--- src/design/hpps_map.vh ---
// Register offsets, field positions, reset values and timing counts of the headphone sequencer
`ifndef HPPS_MAP_VH
`define HPPS_MAP_VH

// Register indices; the byte address of each is four times its index
`define HPPS_IDX_PWR_MGMT_ONE    7'h01
`define HPPS_IDX_CP_CTRL         7'h4C
`define HPPS_IDX_HP_ANALOGUE     7'h60
// Byte addresses on the 9-bit register bus
`define HPPS_ADDR_PWR_MGMT_ONE   {`HPPS_IDX_PWR_MGMT_ONE, 2'h0}
`define HPPS_ADDR_CP_CTRL        {`HPPS_IDX_CP_CTRL, 2'h0}
`define HPPS_ADDR_HP_ANALOGUE    {`HPPS_IDX_HP_ANALOGUE, 2'h0}
`define HPPS_ADDR_HP_VOLUME      9'h084
`define HPPS_ADDR_STATUS         9'h088
`define HPPS_ADDR_OSC_CTRL       9'h08C

// Field positions
`define HPPS_BIT_L_INPUT         9
`define HPPS_BIT_R_INPUT         8
`define HPPS_BIT_L_SHORT_REL     7
`define HPPS_BIT_L_OUTPUT        6
`define HPPS_BIT_L_INTERMED      5
`define HPPS_BIT_R_SHORT_REL     3
`define HPPS_BIT_R_OUTPUT        2
`define HPPS_BIT_R_INTERMED      1
`define HPPS_BIT_CP_EN           15
`define HPPS_BIT_OSC_EN          0

// Writable masks of the three 16-bit control registers
`define HPPS_MASK_PWR_MGMT_ONE   16'h0300
`define HPPS_MASK_CP_CTRL        16'h8000
`define HPPS_MASK_HP_ANALOGUE    16'h00EE

// Reset values
`define HPPS_RST_REG16           16'h0000
`define HPPS_RST_VOL             6'h00

// Volume field width and pump mode threshold
`define HPPS_VOL_W               6
`define HPPS_VOL_HIGH_THRESH     6'h30

// Charge pump clock divider (half period in system clocks)
`define HPPS_CP_DIV_HALF         4'h4

// Least wait from input stage to intermediate stage
`define HPPS_INTERMED_WAIT_NS    20000
`define HPPS_CLK_PERIOD_NS       100

`endif

--- src/design/hpps_sequencer.v ---
// Headphone pop-free power sequencer register block with APB slave
//
// Design decision made here: register access over APB.
`timescale 1ns/100ps
`include "hpps_map.vh"

//------------------------------------------------------------
// Operation
//------------------------------------------------------------
// Operation
// RULE1: Output pins stay shorted to ground until their short-release bit is set.
// RULE2: Software enables input stages, then intermediate, then offset fix, then outputs.
// RULE3: Software disables short, intermediate and output bits before input stages.
// RULE4: Software runs offset correction between intermediate and output stages.
// RULE5: Power register holds left input stage at bit 9, right at 8.
// RULE6: Analogue register holds short-release bits at 7 and 3, reset applied.
// RULE7: Analogue register holds output-stage enables at bits 6 and 2.
// RULE8: Analogue register holds intermediate-stage enables at bits 5 and 1.
// RULE9: Software waits 20 us between input and intermediate stage enable.
// RULE10: Charge pump runs only while bit 15 of its control register is set.
// RULE11: Pump mode follows left and right volume settings automatically.
// RULE12: Pump clock divides system clock, only while oscillator is enabled.
// RULE13: Offset correction completion is reported per channel.
// RULE14: Controller waits for completion before output and short-release bits; this block does not gate them on i_dcs_complete.
module hpps_sequencer (
  input  wire        i_core_clk,
  input  wire        i_rst_b,
  input  wire        i_psel,
  input  wire        i_penable,
  input  wire        i_pwrite,
  input  wire [8:0]  i_paddr,
  input  wire [31:0] i_pwdata,
  input  wire [1:0]  i_dcs_complete,
  output reg  [31:0] o_prdata,
  output reg         o_pready,
  output reg         o_pslverr,
  output reg         o_hp_left_input_stage_en,
  output reg         o_hp_right_input_stage_en,
  output reg         o_hp_left_intermediate_en,
  output reg         o_hp_right_intermediate_en,
  output reg         o_hp_left_output_stage_en,
  output reg         o_hp_right_output_stage_en,
  output reg         o_hp_left_pin_short,
  output reg         o_hp_right_pin_short,
  output reg         o_charge_pump_en,
  output reg         o_pump_high_mode,
  output reg         o_pump_clk
);

  //------------------------------------------------------------
  // Timing constants
  //------------------------------------------------------------
  // Least time rounds up; informative status only, software owns the wait
  // At the 100 ns core clock the wait is 200 cycles, inside the 8-bit timer
  localparam integer INTERMED_WAIT_CYC =
    (`HPPS_INTERMED_WAIT_NS + `HPPS_CLK_PERIOD_NS - 1) / `HPPS_CLK_PERIOD_NS;
  localparam [7:0] INTERMED_WAIT = INTERMED_WAIT_CYC[7:0];

  //------------------------------------------------------------
  // Registers
  //------------------------------------------------------------
  // Software-visible state
  reg  [15:0]              pwr_mgmt_one_r;
  reg  [15:0]              cp_ctrl_r;
  reg  [15:0]              hp_analogue_r;
  reg  [`HPPS_VOL_W-1:0]   hp_left_volume_r;
  reg  [`HPPS_VOL_W-1:0]   hp_right_volume_r;
  reg                      oscillator_en_r;

  // Timers
  reg  [7:0]               settle_cnt_r;
  reg  [3:0]               cp_div_r;

  // Bus decode
  reg  [31:0]              rdata_nxt;
  reg                      hit_nxt;
  wire                     acc;
  wire                     wr;
  wire                     settled;

  // An access is taken once: pready high blocks a second take
  assign acc     = i_psel && i_penable && !o_pready;
  assign wr      = acc && i_pwrite;
  assign settled = (settle_cnt_r == INTERMED_WAIT);

  //------------------------------------------------------------
  // Read decode
  //------------------------------------------------------------
  // Unmapped addresses answer zero with pslverr
  // Status bits are live levels; nothing latches, software polls them
  always @* begin
    rdata_nxt = 32'h0000_0000;
    hit_nxt   = 1'b1;
    case (i_paddr)
      `HPPS_ADDR_PWR_MGMT_ONE: rdata_nxt = {16'h0000, pwr_mgmt_one_r};
      `HPPS_ADDR_CP_CTRL:      rdata_nxt = {16'h0000, cp_ctrl_r};
      `HPPS_ADDR_HP_ANALOGUE:  rdata_nxt = {16'h0000, hp_analogue_r};
      `HPPS_ADDR_HP_VOLUME:    rdata_nxt = {18'h00000, hp_left_volume_r, 2'h0,
                                            hp_right_volume_r};
      `HPPS_ADDR_STATUS:       rdata_nxt = {28'h0000000, settled, o_pump_high_mode,
                                            i_dcs_complete}; // RULE13
      `HPPS_ADDR_OSC_CTRL:     rdata_nxt = {31'h00000000, oscillator_en_r};
      default:                 hit_nxt   = 1'b0;
    endcase
  end

  //------------------------------------------------------------
  // APB slave: one wait state, answer in second access cycle
  //------------------------------------------------------------
  // pready, pslverr and prdata stand for one cycle only
  // Unmapped addresses still answer, so a bad access cannot hang the bus
  always @(posedge i_core_clk) begin
    if (!i_rst_b) begin
      o_pready  <= 1'b0;
      o_pslverr <= 1'b0;
      o_prdata  <= 32'h0000_0000;
    end else begin
      o_pready  <= acc;
      o_pslverr <= acc && !hit_nxt;
      o_prdata  <= (acc && !i_pwrite) ? rdata_nxt : 32'h0000_0000;
    end
  end

  //------------------------------------------------------------
  // Register writes, taken with the access that is answered
  //------------------------------------------------------------
  // Writes land on the same edge that raises pready, while the request still stands
  always @(posedge i_core_clk) begin
    if (!i_rst_b) begin
      pwr_mgmt_one_r    <= `HPPS_RST_REG16; // RULE5
      cp_ctrl_r         <= `HPPS_RST_REG16; // RULE10
      hp_analogue_r     <= `HPPS_RST_REG16; // RULE6
      hp_left_volume_r  <= `HPPS_RST_VOL;
      hp_right_volume_r <= `HPPS_RST_VOL;
      oscillator_en_r   <= 1'b0;
    end else if (wr) begin
      case (i_paddr)
        `HPPS_ADDR_PWR_MGMT_ONE: pwr_mgmt_one_r <= i_pwdata[15:0] & `HPPS_MASK_PWR_MGMT_ONE;
        `HPPS_ADDR_CP_CTRL:      cp_ctrl_r      <= i_pwdata[15:0] & `HPPS_MASK_CP_CTRL;
        `HPPS_ADDR_HP_ANALOGUE:  hp_analogue_r  <= i_pwdata[15:0] & `HPPS_MASK_HP_ANALOGUE;
        `HPPS_ADDR_HP_VOLUME: begin
          hp_right_volume_r <= i_pwdata[`HPPS_VOL_W-1:0];
          hp_left_volume_r  <= i_pwdata[`HPPS_VOL_W+7:8];
        end
        `HPPS_ADDR_OSC_CTRL:     oscillator_en_r <= i_pwdata[0];
        // Status is read-only; a write there is dropped without error
        `HPPS_ADDR_STATUS:       ;
        default: ;
      endcase
    end
  end

  //------------------------------------------------------------
  // Stage enables and ground shorts
  //------------------------------------------------------------
  // Order is left to software; the block just mirrors the bits
  // Reset shorts both pins so a half-powered driver never reaches the jack
  always @(posedge i_core_clk) begin
    if (!i_rst_b) begin
      o_hp_left_input_stage_en   <= 1'b0;
      o_hp_right_input_stage_en  <= 1'b0;
      o_hp_left_intermediate_en  <= 1'b0;
      o_hp_right_intermediate_en <= 1'b0;
      o_hp_left_output_stage_en  <= 1'b0;
      o_hp_right_output_stage_en <= 1'b0;
      o_hp_left_pin_short        <= 1'b1;
      o_hp_right_pin_short       <= 1'b1;
    end else begin
      o_hp_left_input_stage_en   <= pwr_mgmt_one_r[`HPPS_BIT_L_INPUT]; // RULE5
      o_hp_right_input_stage_en  <= pwr_mgmt_one_r[`HPPS_BIT_R_INPUT]; // RULE5
      o_hp_left_intermediate_en  <= hp_analogue_r[`HPPS_BIT_L_INTERMED]; // RULE8
      o_hp_right_intermediate_en <= hp_analogue_r[`HPPS_BIT_R_INTERMED]; // RULE8
      o_hp_left_output_stage_en  <= hp_analogue_r[`HPPS_BIT_L_OUTPUT]; // RULE7
      o_hp_right_output_stage_en <= hp_analogue_r[`HPPS_BIT_R_OUTPUT]; // RULE7
      o_hp_left_pin_short        <= !hp_analogue_r[`HPPS_BIT_L_SHORT_REL]; // RULE1
      o_hp_right_pin_short       <= !hp_analogue_r[`HPPS_BIT_R_SHORT_REL]; // RULE1
    end
  end

  //------------------------------------------------------------
  // Input stage settle timer, reported in status
  //------------------------------------------------------------
  // Counts while both input stages are on; saturates at the wait
  // Dropping either stage restarts the wait from zero
  always @(posedge i_core_clk) begin
    if (!i_rst_b) begin
      settle_cnt_r <= 8'h00;
    end else if (!(o_hp_left_input_stage_en && o_hp_right_input_stage_en)) begin
      settle_cnt_r <= 8'h00;
    end else if (!settled) begin
      settle_cnt_r <= settle_cnt_r + 8'h01; // RULE9
    end
  end

  //------------------------------------------------------------
  // Charge pump enable, mode and clock
  //------------------------------------------------------------
  // High rail mode when either channel is loud; no software mode bit
  // Mode trails the volume registers by one edge, like every other output
  // A restarted pump clock begins with a full low phase, never a runt
  always @(posedge i_core_clk) begin
    if (!i_rst_b) begin
      o_charge_pump_en <= 1'b0;
      o_pump_high_mode <= 1'b0;
      o_pump_clk       <= 1'b0;
      cp_div_r         <= 4'h0;
    end else begin
      o_charge_pump_en <= cp_ctrl_r[`HPPS_BIT_CP_EN]; // RULE10
      o_pump_high_mode <= (hp_left_volume_r >= `HPPS_VOL_HIGH_THRESH) ||
                          (hp_right_volume_r >= `HPPS_VOL_HIGH_THRESH); // RULE11
      // Pump clock stops low when the oscillator or the pump is off
      if (!(oscillator_en_r && cp_ctrl_r[`HPPS_BIT_CP_EN])) begin
        o_pump_clk <= 1'b0;
        cp_div_r   <= 4'h0;
      end else if (cp_div_r == `HPPS_CP_DIV_HALF - 4'h1) begin
        o_pump_clk <= !o_pump_clk; // RULE12
        cp_div_r   <= 4'h0;
      end else begin
        cp_div_r   <= cp_div_r + 4'h1;
      end
    end
  end

endmodule

--- config.mk ---
export PLATFORM = sky130hd
export DESIGN_NAME = hpps_sequencer
export DESIGN_NICKNAME = d
export VERILOG_FILES = /design/src/design/hpps_sequencer.v
export VERILOG_INCLUDE_DIRS = /design/src /design/src/design
export SDC_FILE = /design/constraint.sdc
export NUM_CORES = 1
export LEC_CHECK = 0
export ABC_AREA = 0
export BUFFER_PORTS_ARGS = -buffer_cell sky130_fd_sc_hd__buf_2
export CAP_MARGIN = 15
export CORE_AREA = 2 2 84 86
export CTS_CLUSTER_DIAMETER = 200
export CTS_CLUSTER_SIZE = 30
export DETAILED_ROUTE_END_ITERATION = 12
export DIE_AREA = 0 0 86 88
export GPL_TIMING_DRIVEN = 1
export PLACE_DENSITY = 0.67
export SYNTH_ARGS = -nofsm -noshare
export SYNTH_HDL_FRONTEND = slang
export SYNTH_SLANG_ARGS = --single-unit
--- constraint.sdc ---
create_clock -name i_core_clk -period 3.2 [get_ports i_core_clk]
set_input_delay 0.64 -clock i_core_clk [delete_from_list [all_inputs] [get_ports i_core_clk]]
set_output_delay 0.64 -clock i_core_clk [all_outputs]
set_load 0.01 [all_outputs]
# Yosys cells after proc, flatten, opt, wreduce, memory -nomap -nowiden
# Cells that the tools add are included.
[totals]
ff_bits = 79
in_bits = 48
out_inout_bits = 45
wordCells = 62
[op_classes]
reduce_logical = 24
addsub = 2
eq_ne = 8
n_lt_le_gt_ge = 2
bitwise = 2
n_mux = 2
[op_table]
columns = ["cell", "count"]
rows = [
  ["case mux 16 bit (6 select lines)", 1],
  ["== test 9 x 8 -> 1 bit (second input constant)", 3],
  ["== test 9 bit (second input constant)", 2],
  ["AND reduction 2 bit", 8],
  ["greater-or-equal comparator 6 bit (second input constant)", 2],
  ["== test 9 x 3 -> 1 bit (second input constant)", 1],
  ["adder 8 x 1 -> 8 bit (second input constant)", 1],
  ["== test 8 bit (second input constant)", 1],
  ["logical AND 1 bit", 7],
  ["logical NOT 1 bit", 6],
  ["OR reduction 6 bit", 1],
  ["adder 4 x 1 -> 4 bit (second input constant)", 1],
  ["== test 4 x 2 -> 1 bit (second input constant)", 1],
  ["OR reduction 3 bit", 1],
  ["inverter 1 bit", 2],
  ["logical OR 1 bit", 1],
  ["2-to-1 mux 1 bit", 1],
]

# Depth between registers and ports, before layout
[depth]
ltp_word = 5
ltp_mapped = 5
mapped_depth_nobuf = 5

# Least setup slack after synthesis
# Ideal clock, no wire load.
[synth_timing]
path_kind = "input -> register"
startpoint = "input port i_paddr[1]"
endpoint = "register o_prdata[1]"
required_ns = 3.121
arrival_ns = 2.023
n_path_buf = 2
setup_ns = 0.079
slack_ns = 1.098
cell_stages = 5
path_cell_list = "or3_1 -> buf_2 -> or4_4 -> buf_6 -> a211oi_2"
[synth_between]
elab_chain_len = 2
elab_cells_between_ends = 7
classes_between = "eq/ne (6); mux (1)"
[synth_rtl]
columns = ["element", "line", "text"]
rows = [
  ["start: declaration", "hpps_sequencer.v:31", "input wire [8:0] i_paddr,"],
  ["== test 9 x 8 -> 1 bit (tied with other cells)", "hpps_sequencer.v:94", "case (i_paddr)"],
  ["case mux 16 bit (6 select lines) (*)", "hpps_sequencer.v:94", ""],
  ["end signal: assignment", "hpps_sequencer.v:120", "o_prdata <= (acc && !i_pwrite) ? rdata_nxt : 32'h0000_0000;"],
  ["end: declaration", "hpps_sequencer.v:34", "output reg [31:0] o_prdata,"],
]
# Every way passes the cells marked *; elsewhere a longest branch is shown, timed or not.
# A chain may end at the register's enable or synchronous reset.

# Final worst setup path
[layout_timing]
startpoint = "input port i_paddr[1]"
endpoint = "register o_prdata[5]"
# The elaborated chain is that of the path after synthesis.

==> flow_summary_export.csv <==
group,metric,value,unit
synth,asyncSetResetFlopFracSynth,0,%
critical_path,cp.arrival,2.29,ns
floorplanning,io_pins,93,
global_route,grt_max_degree,42,
floorplanning,start_util,40.5,%
floorplanning,std_cell_rows,30,
clocking,cts_buffers,9,
final_layout,post-route-util,47.9,%
synth,yosysMostFrequentCell,"dfxtp_1",
critical_path,cp_slowest_cell,"or4_4",
clocking,ctsHoldBuffers,0,
sta,fin_worst_skew,0.00826,ns
global_route,grt_pass1_vias,1866,
synth,synthFlopType,"dfxtp_1",
drt,drtIter0Drc,77,
job,drv_cap,0,
drt,avgViaCountPerCell,4.84,
worst_hold_path,hp-class,"flop to flop",
power,ir_drop,0.000276,V
drt,routed_wl,5370,microns
final_layout,instances_no_fill,425,
sta,max_slew_margin,57.6,%
worst_hold_path,hold_end,"o_hp_left_pin_short",
placement,dpl_cell_area,0.00296,sq mm
drt,avgRoutedWirePerCell,12.6,microns
synth,synth-edff-count,0,
clocking,cts-resized-gates,0,
power,total_power,1.60,mW
synth,ys_warn_count,0,
drt,antenna_left,0,
clocking,htreeDepth,3,
critical_path,startpoint_type,"primary input",
critical_path,crit_buf_inv,1,
drt,drc,0,
power,pwr_density_cell,504,mW/mm^2
drt,drtPass1Iterations,4,
critical_path,cp-startpoint,"i_paddr[1]",
critical_path,cp_cell_sequence,"buf_2 -> or3_1 -> or4_4 -> a2111oi_2",
global_route,grt_pass1_wl,8690,microns
synth,yosysSeqAreaShare,46.1,%
critical_path,cp_top_family,"simple AND/OR/NAND/NOR gates",
clocking,post_cts_buffers,0,
final_layout,nets,391,
placement,hpwl,3900,microns
placement,place_congestion,0.743,
critical_path,path_class,"primary input to flop",
final_layout,n_antenna_cell,0,
final_layout,seqCellArea,0.00124,sq mm
sta,rsz0062_at_grt,"false",
global_route,antenna_found_initial,0,
clocking,clk_latency,0.34,ns
clocking,path_clk_slew,0.07,ns
final_layout,area_delta_synth_final,18.1,%
sta,setup_viol,0,
sta,hold_violations,0,
synth,synth_area_leaders,"dfxtp_1 46%, mux2i_1 8.9%, nand2_1 5.7%",
floorplanning,die_h,88,microns
critical_path,r2r_slack,1.48,ns
floorplanning,die-area,0.00757,sq mm
placement,io_buffer_count,58,
synth,synthCells,284,
final_layout,fill_cells,641,
final_layout,design_area,0.00318,sq mm
synth,synthTopCellsByCount,"62 x dfxtp_1, 41 x nand2_1, 24 x mux2i_1",
placement,dp_cells,409,
sta,timing.final.crit_share,63.9,%
critical_path,end_kind,"flop",
sta,worst_pin_slew,0.631,ns
critical_path,critPathMaxStageDelay,0.71,ns
critical_path,crit_fanout,12,
synth,synth_largest_area_cell,"dfxtp_1",
sta,fin_crit,2.05,ns
sta,tns,0,ns
clocking,clockBufferDepth,2,
final_layout,drive_gt1_share,25.8,%
critical_path,r2r_end,"hp_left_volume_r[4]",
floorplanning,core-area,0.00664,sq mm
sta,max_freq,489,MHz
power,p_leak,1.31,nW
clocking,clock_sinks,62,
synth,yosysUniqueCellTypes,45,
critical_path,ff2ff_path_depth,4,
clocking,cts_tree,"yes",
synth,syn_area_per_cell,9.48,sq um
sta,drv_slew,0,
clocking,root_buffer,"clkbuf_8",
critical_path,required,3.44,ns
critical_path,rr_startpoint,"o_pready",
global_route,overflow,0,
floorplanning,die_x,86,microns
synth,synth-seq-cells,62,
final_layout,multi_input_area,0.00124,sq mm
drt,via_count,2056,
outcome,status,"finished clean",
worst_hold_path,hp-start,"hp_analogue_r[7]",
synth,syn_area,0.00269,sq mm
global_route,grt.total_usage,15.1,%
worst_hold_path,min_path_cells,1,
synth,netlist.area_leader.share,46.1,%
## worst reg2reg max path, stage by stage, from the launching register on
cell      delay (ns)
dfxtp_1         0.31
nand4b_1        0.41
nor4_4          0.43
buf_4           0.30
mux2i_1         0.21
## power by group
group / switching (mW) / leakage (nW) / internal [mW] / total (mW)
logic: 0.0504 / 0.705 / 0.0262 / 0.0766
clock network: 0.293 / 0.104 / 0.461 / 0.754
registers: 0.000374 / 0.499 / 0.773 / 0.773
total: 0.344 / 1.31 / 1.26 / 1.60
## stage by stage
stage	setup slack (ns)	hold WS (ns)
final	1.15	0.404
after global routing	1.09	0.429
after CTS	1.16	0.405
after detailed placement	0.793	0.391
after global placement	0.808	0.391
after floorplan	1.10	0.377
## placed cells by master, fill, tap and decap left out, drive strengths merged, types with 2 or more instances in the layout
master / instances
nand3: 9
buf: 60
nand3b: 9
xnor2: 3
or2: 3
nand4b: 4
ha: 3
xor2: 4
or3: 4
or4: 5
clkbuf: 13
mux2i: 24
o21ai: 5
nor3: 12
a21o: 3
dfxtp: 62
conb: 17
bufinv: 2
or3b: 4
nor2: 9
nand2: 41
nor4: 5
nor3b: 3
a21oi: 7
a211oi: 2
inv: 20
## worst max-delay path by stage
| stage | endpoint | slack, ns | depth (start not counted) |
|---|---|---|---|
| after floorplan | o_prdata[1] | 1.10 | 5 |
| after global placement | o_prdata[5] | 0.81 | 4 |
| after detailed placement | o_prdata[5] | 0.79 | 4 |
| after CTS | o_prdata[5] | 1.16 | 4 |
| after global routing | hp_right_volume_r[1] | 1.09 | 5 |
| final | o_prdata[5] | 1.15 | 4 |
## final cells by class
cell class                 count  area share (%)
sequential                    62            39.0
clock buffer                  13            4.68
timing repair buffer          60            9.60
clock inverter                 3            2.12
inverter                      20            2.36
multi-input combinational    187            39.1
tap                           80            3.15
## registers in the layout (all words and copies together) (netlist names), 2 cells and up
signal,cells
cp_div_r,4
o_prdata,15
hp_right_volume_r,6
settle_cnt_r,8
hp_analogue_r,6
pwr_mgmt_one_r,2
hp_left_volume_r,6
## logic make-up (layout without fill, tap and decap cells)
logic type / count (synthesis) / count (layout) / share of synthesized area (%)
buffers and inverters: 51 / 96 / 9.99
adder cells (fa/ha/maj): 3 / 3 / 1.39
multiplexers: 25 / 25 / 9.34
AND/OR/NAND/NOR: 114 / 114 / 25.2
AO/OA/AOI/OAI: 21 / 21 / 5.53
other: 1 / 17 / 0.139
XOR/XNOR: 7 / 7 / 2.28
flip-flops: 62 / 62 / 46.1
## routing by layer
metal	up-vias	track usage [%]	wire, microns
li1	1046	-	-
met1	941	19.1	2540
met2	56	22.5	2370
met3	13	5.18	345
met4	0	8.23	110
met5	-	0	0
Power figures use the tool's default switching activity.
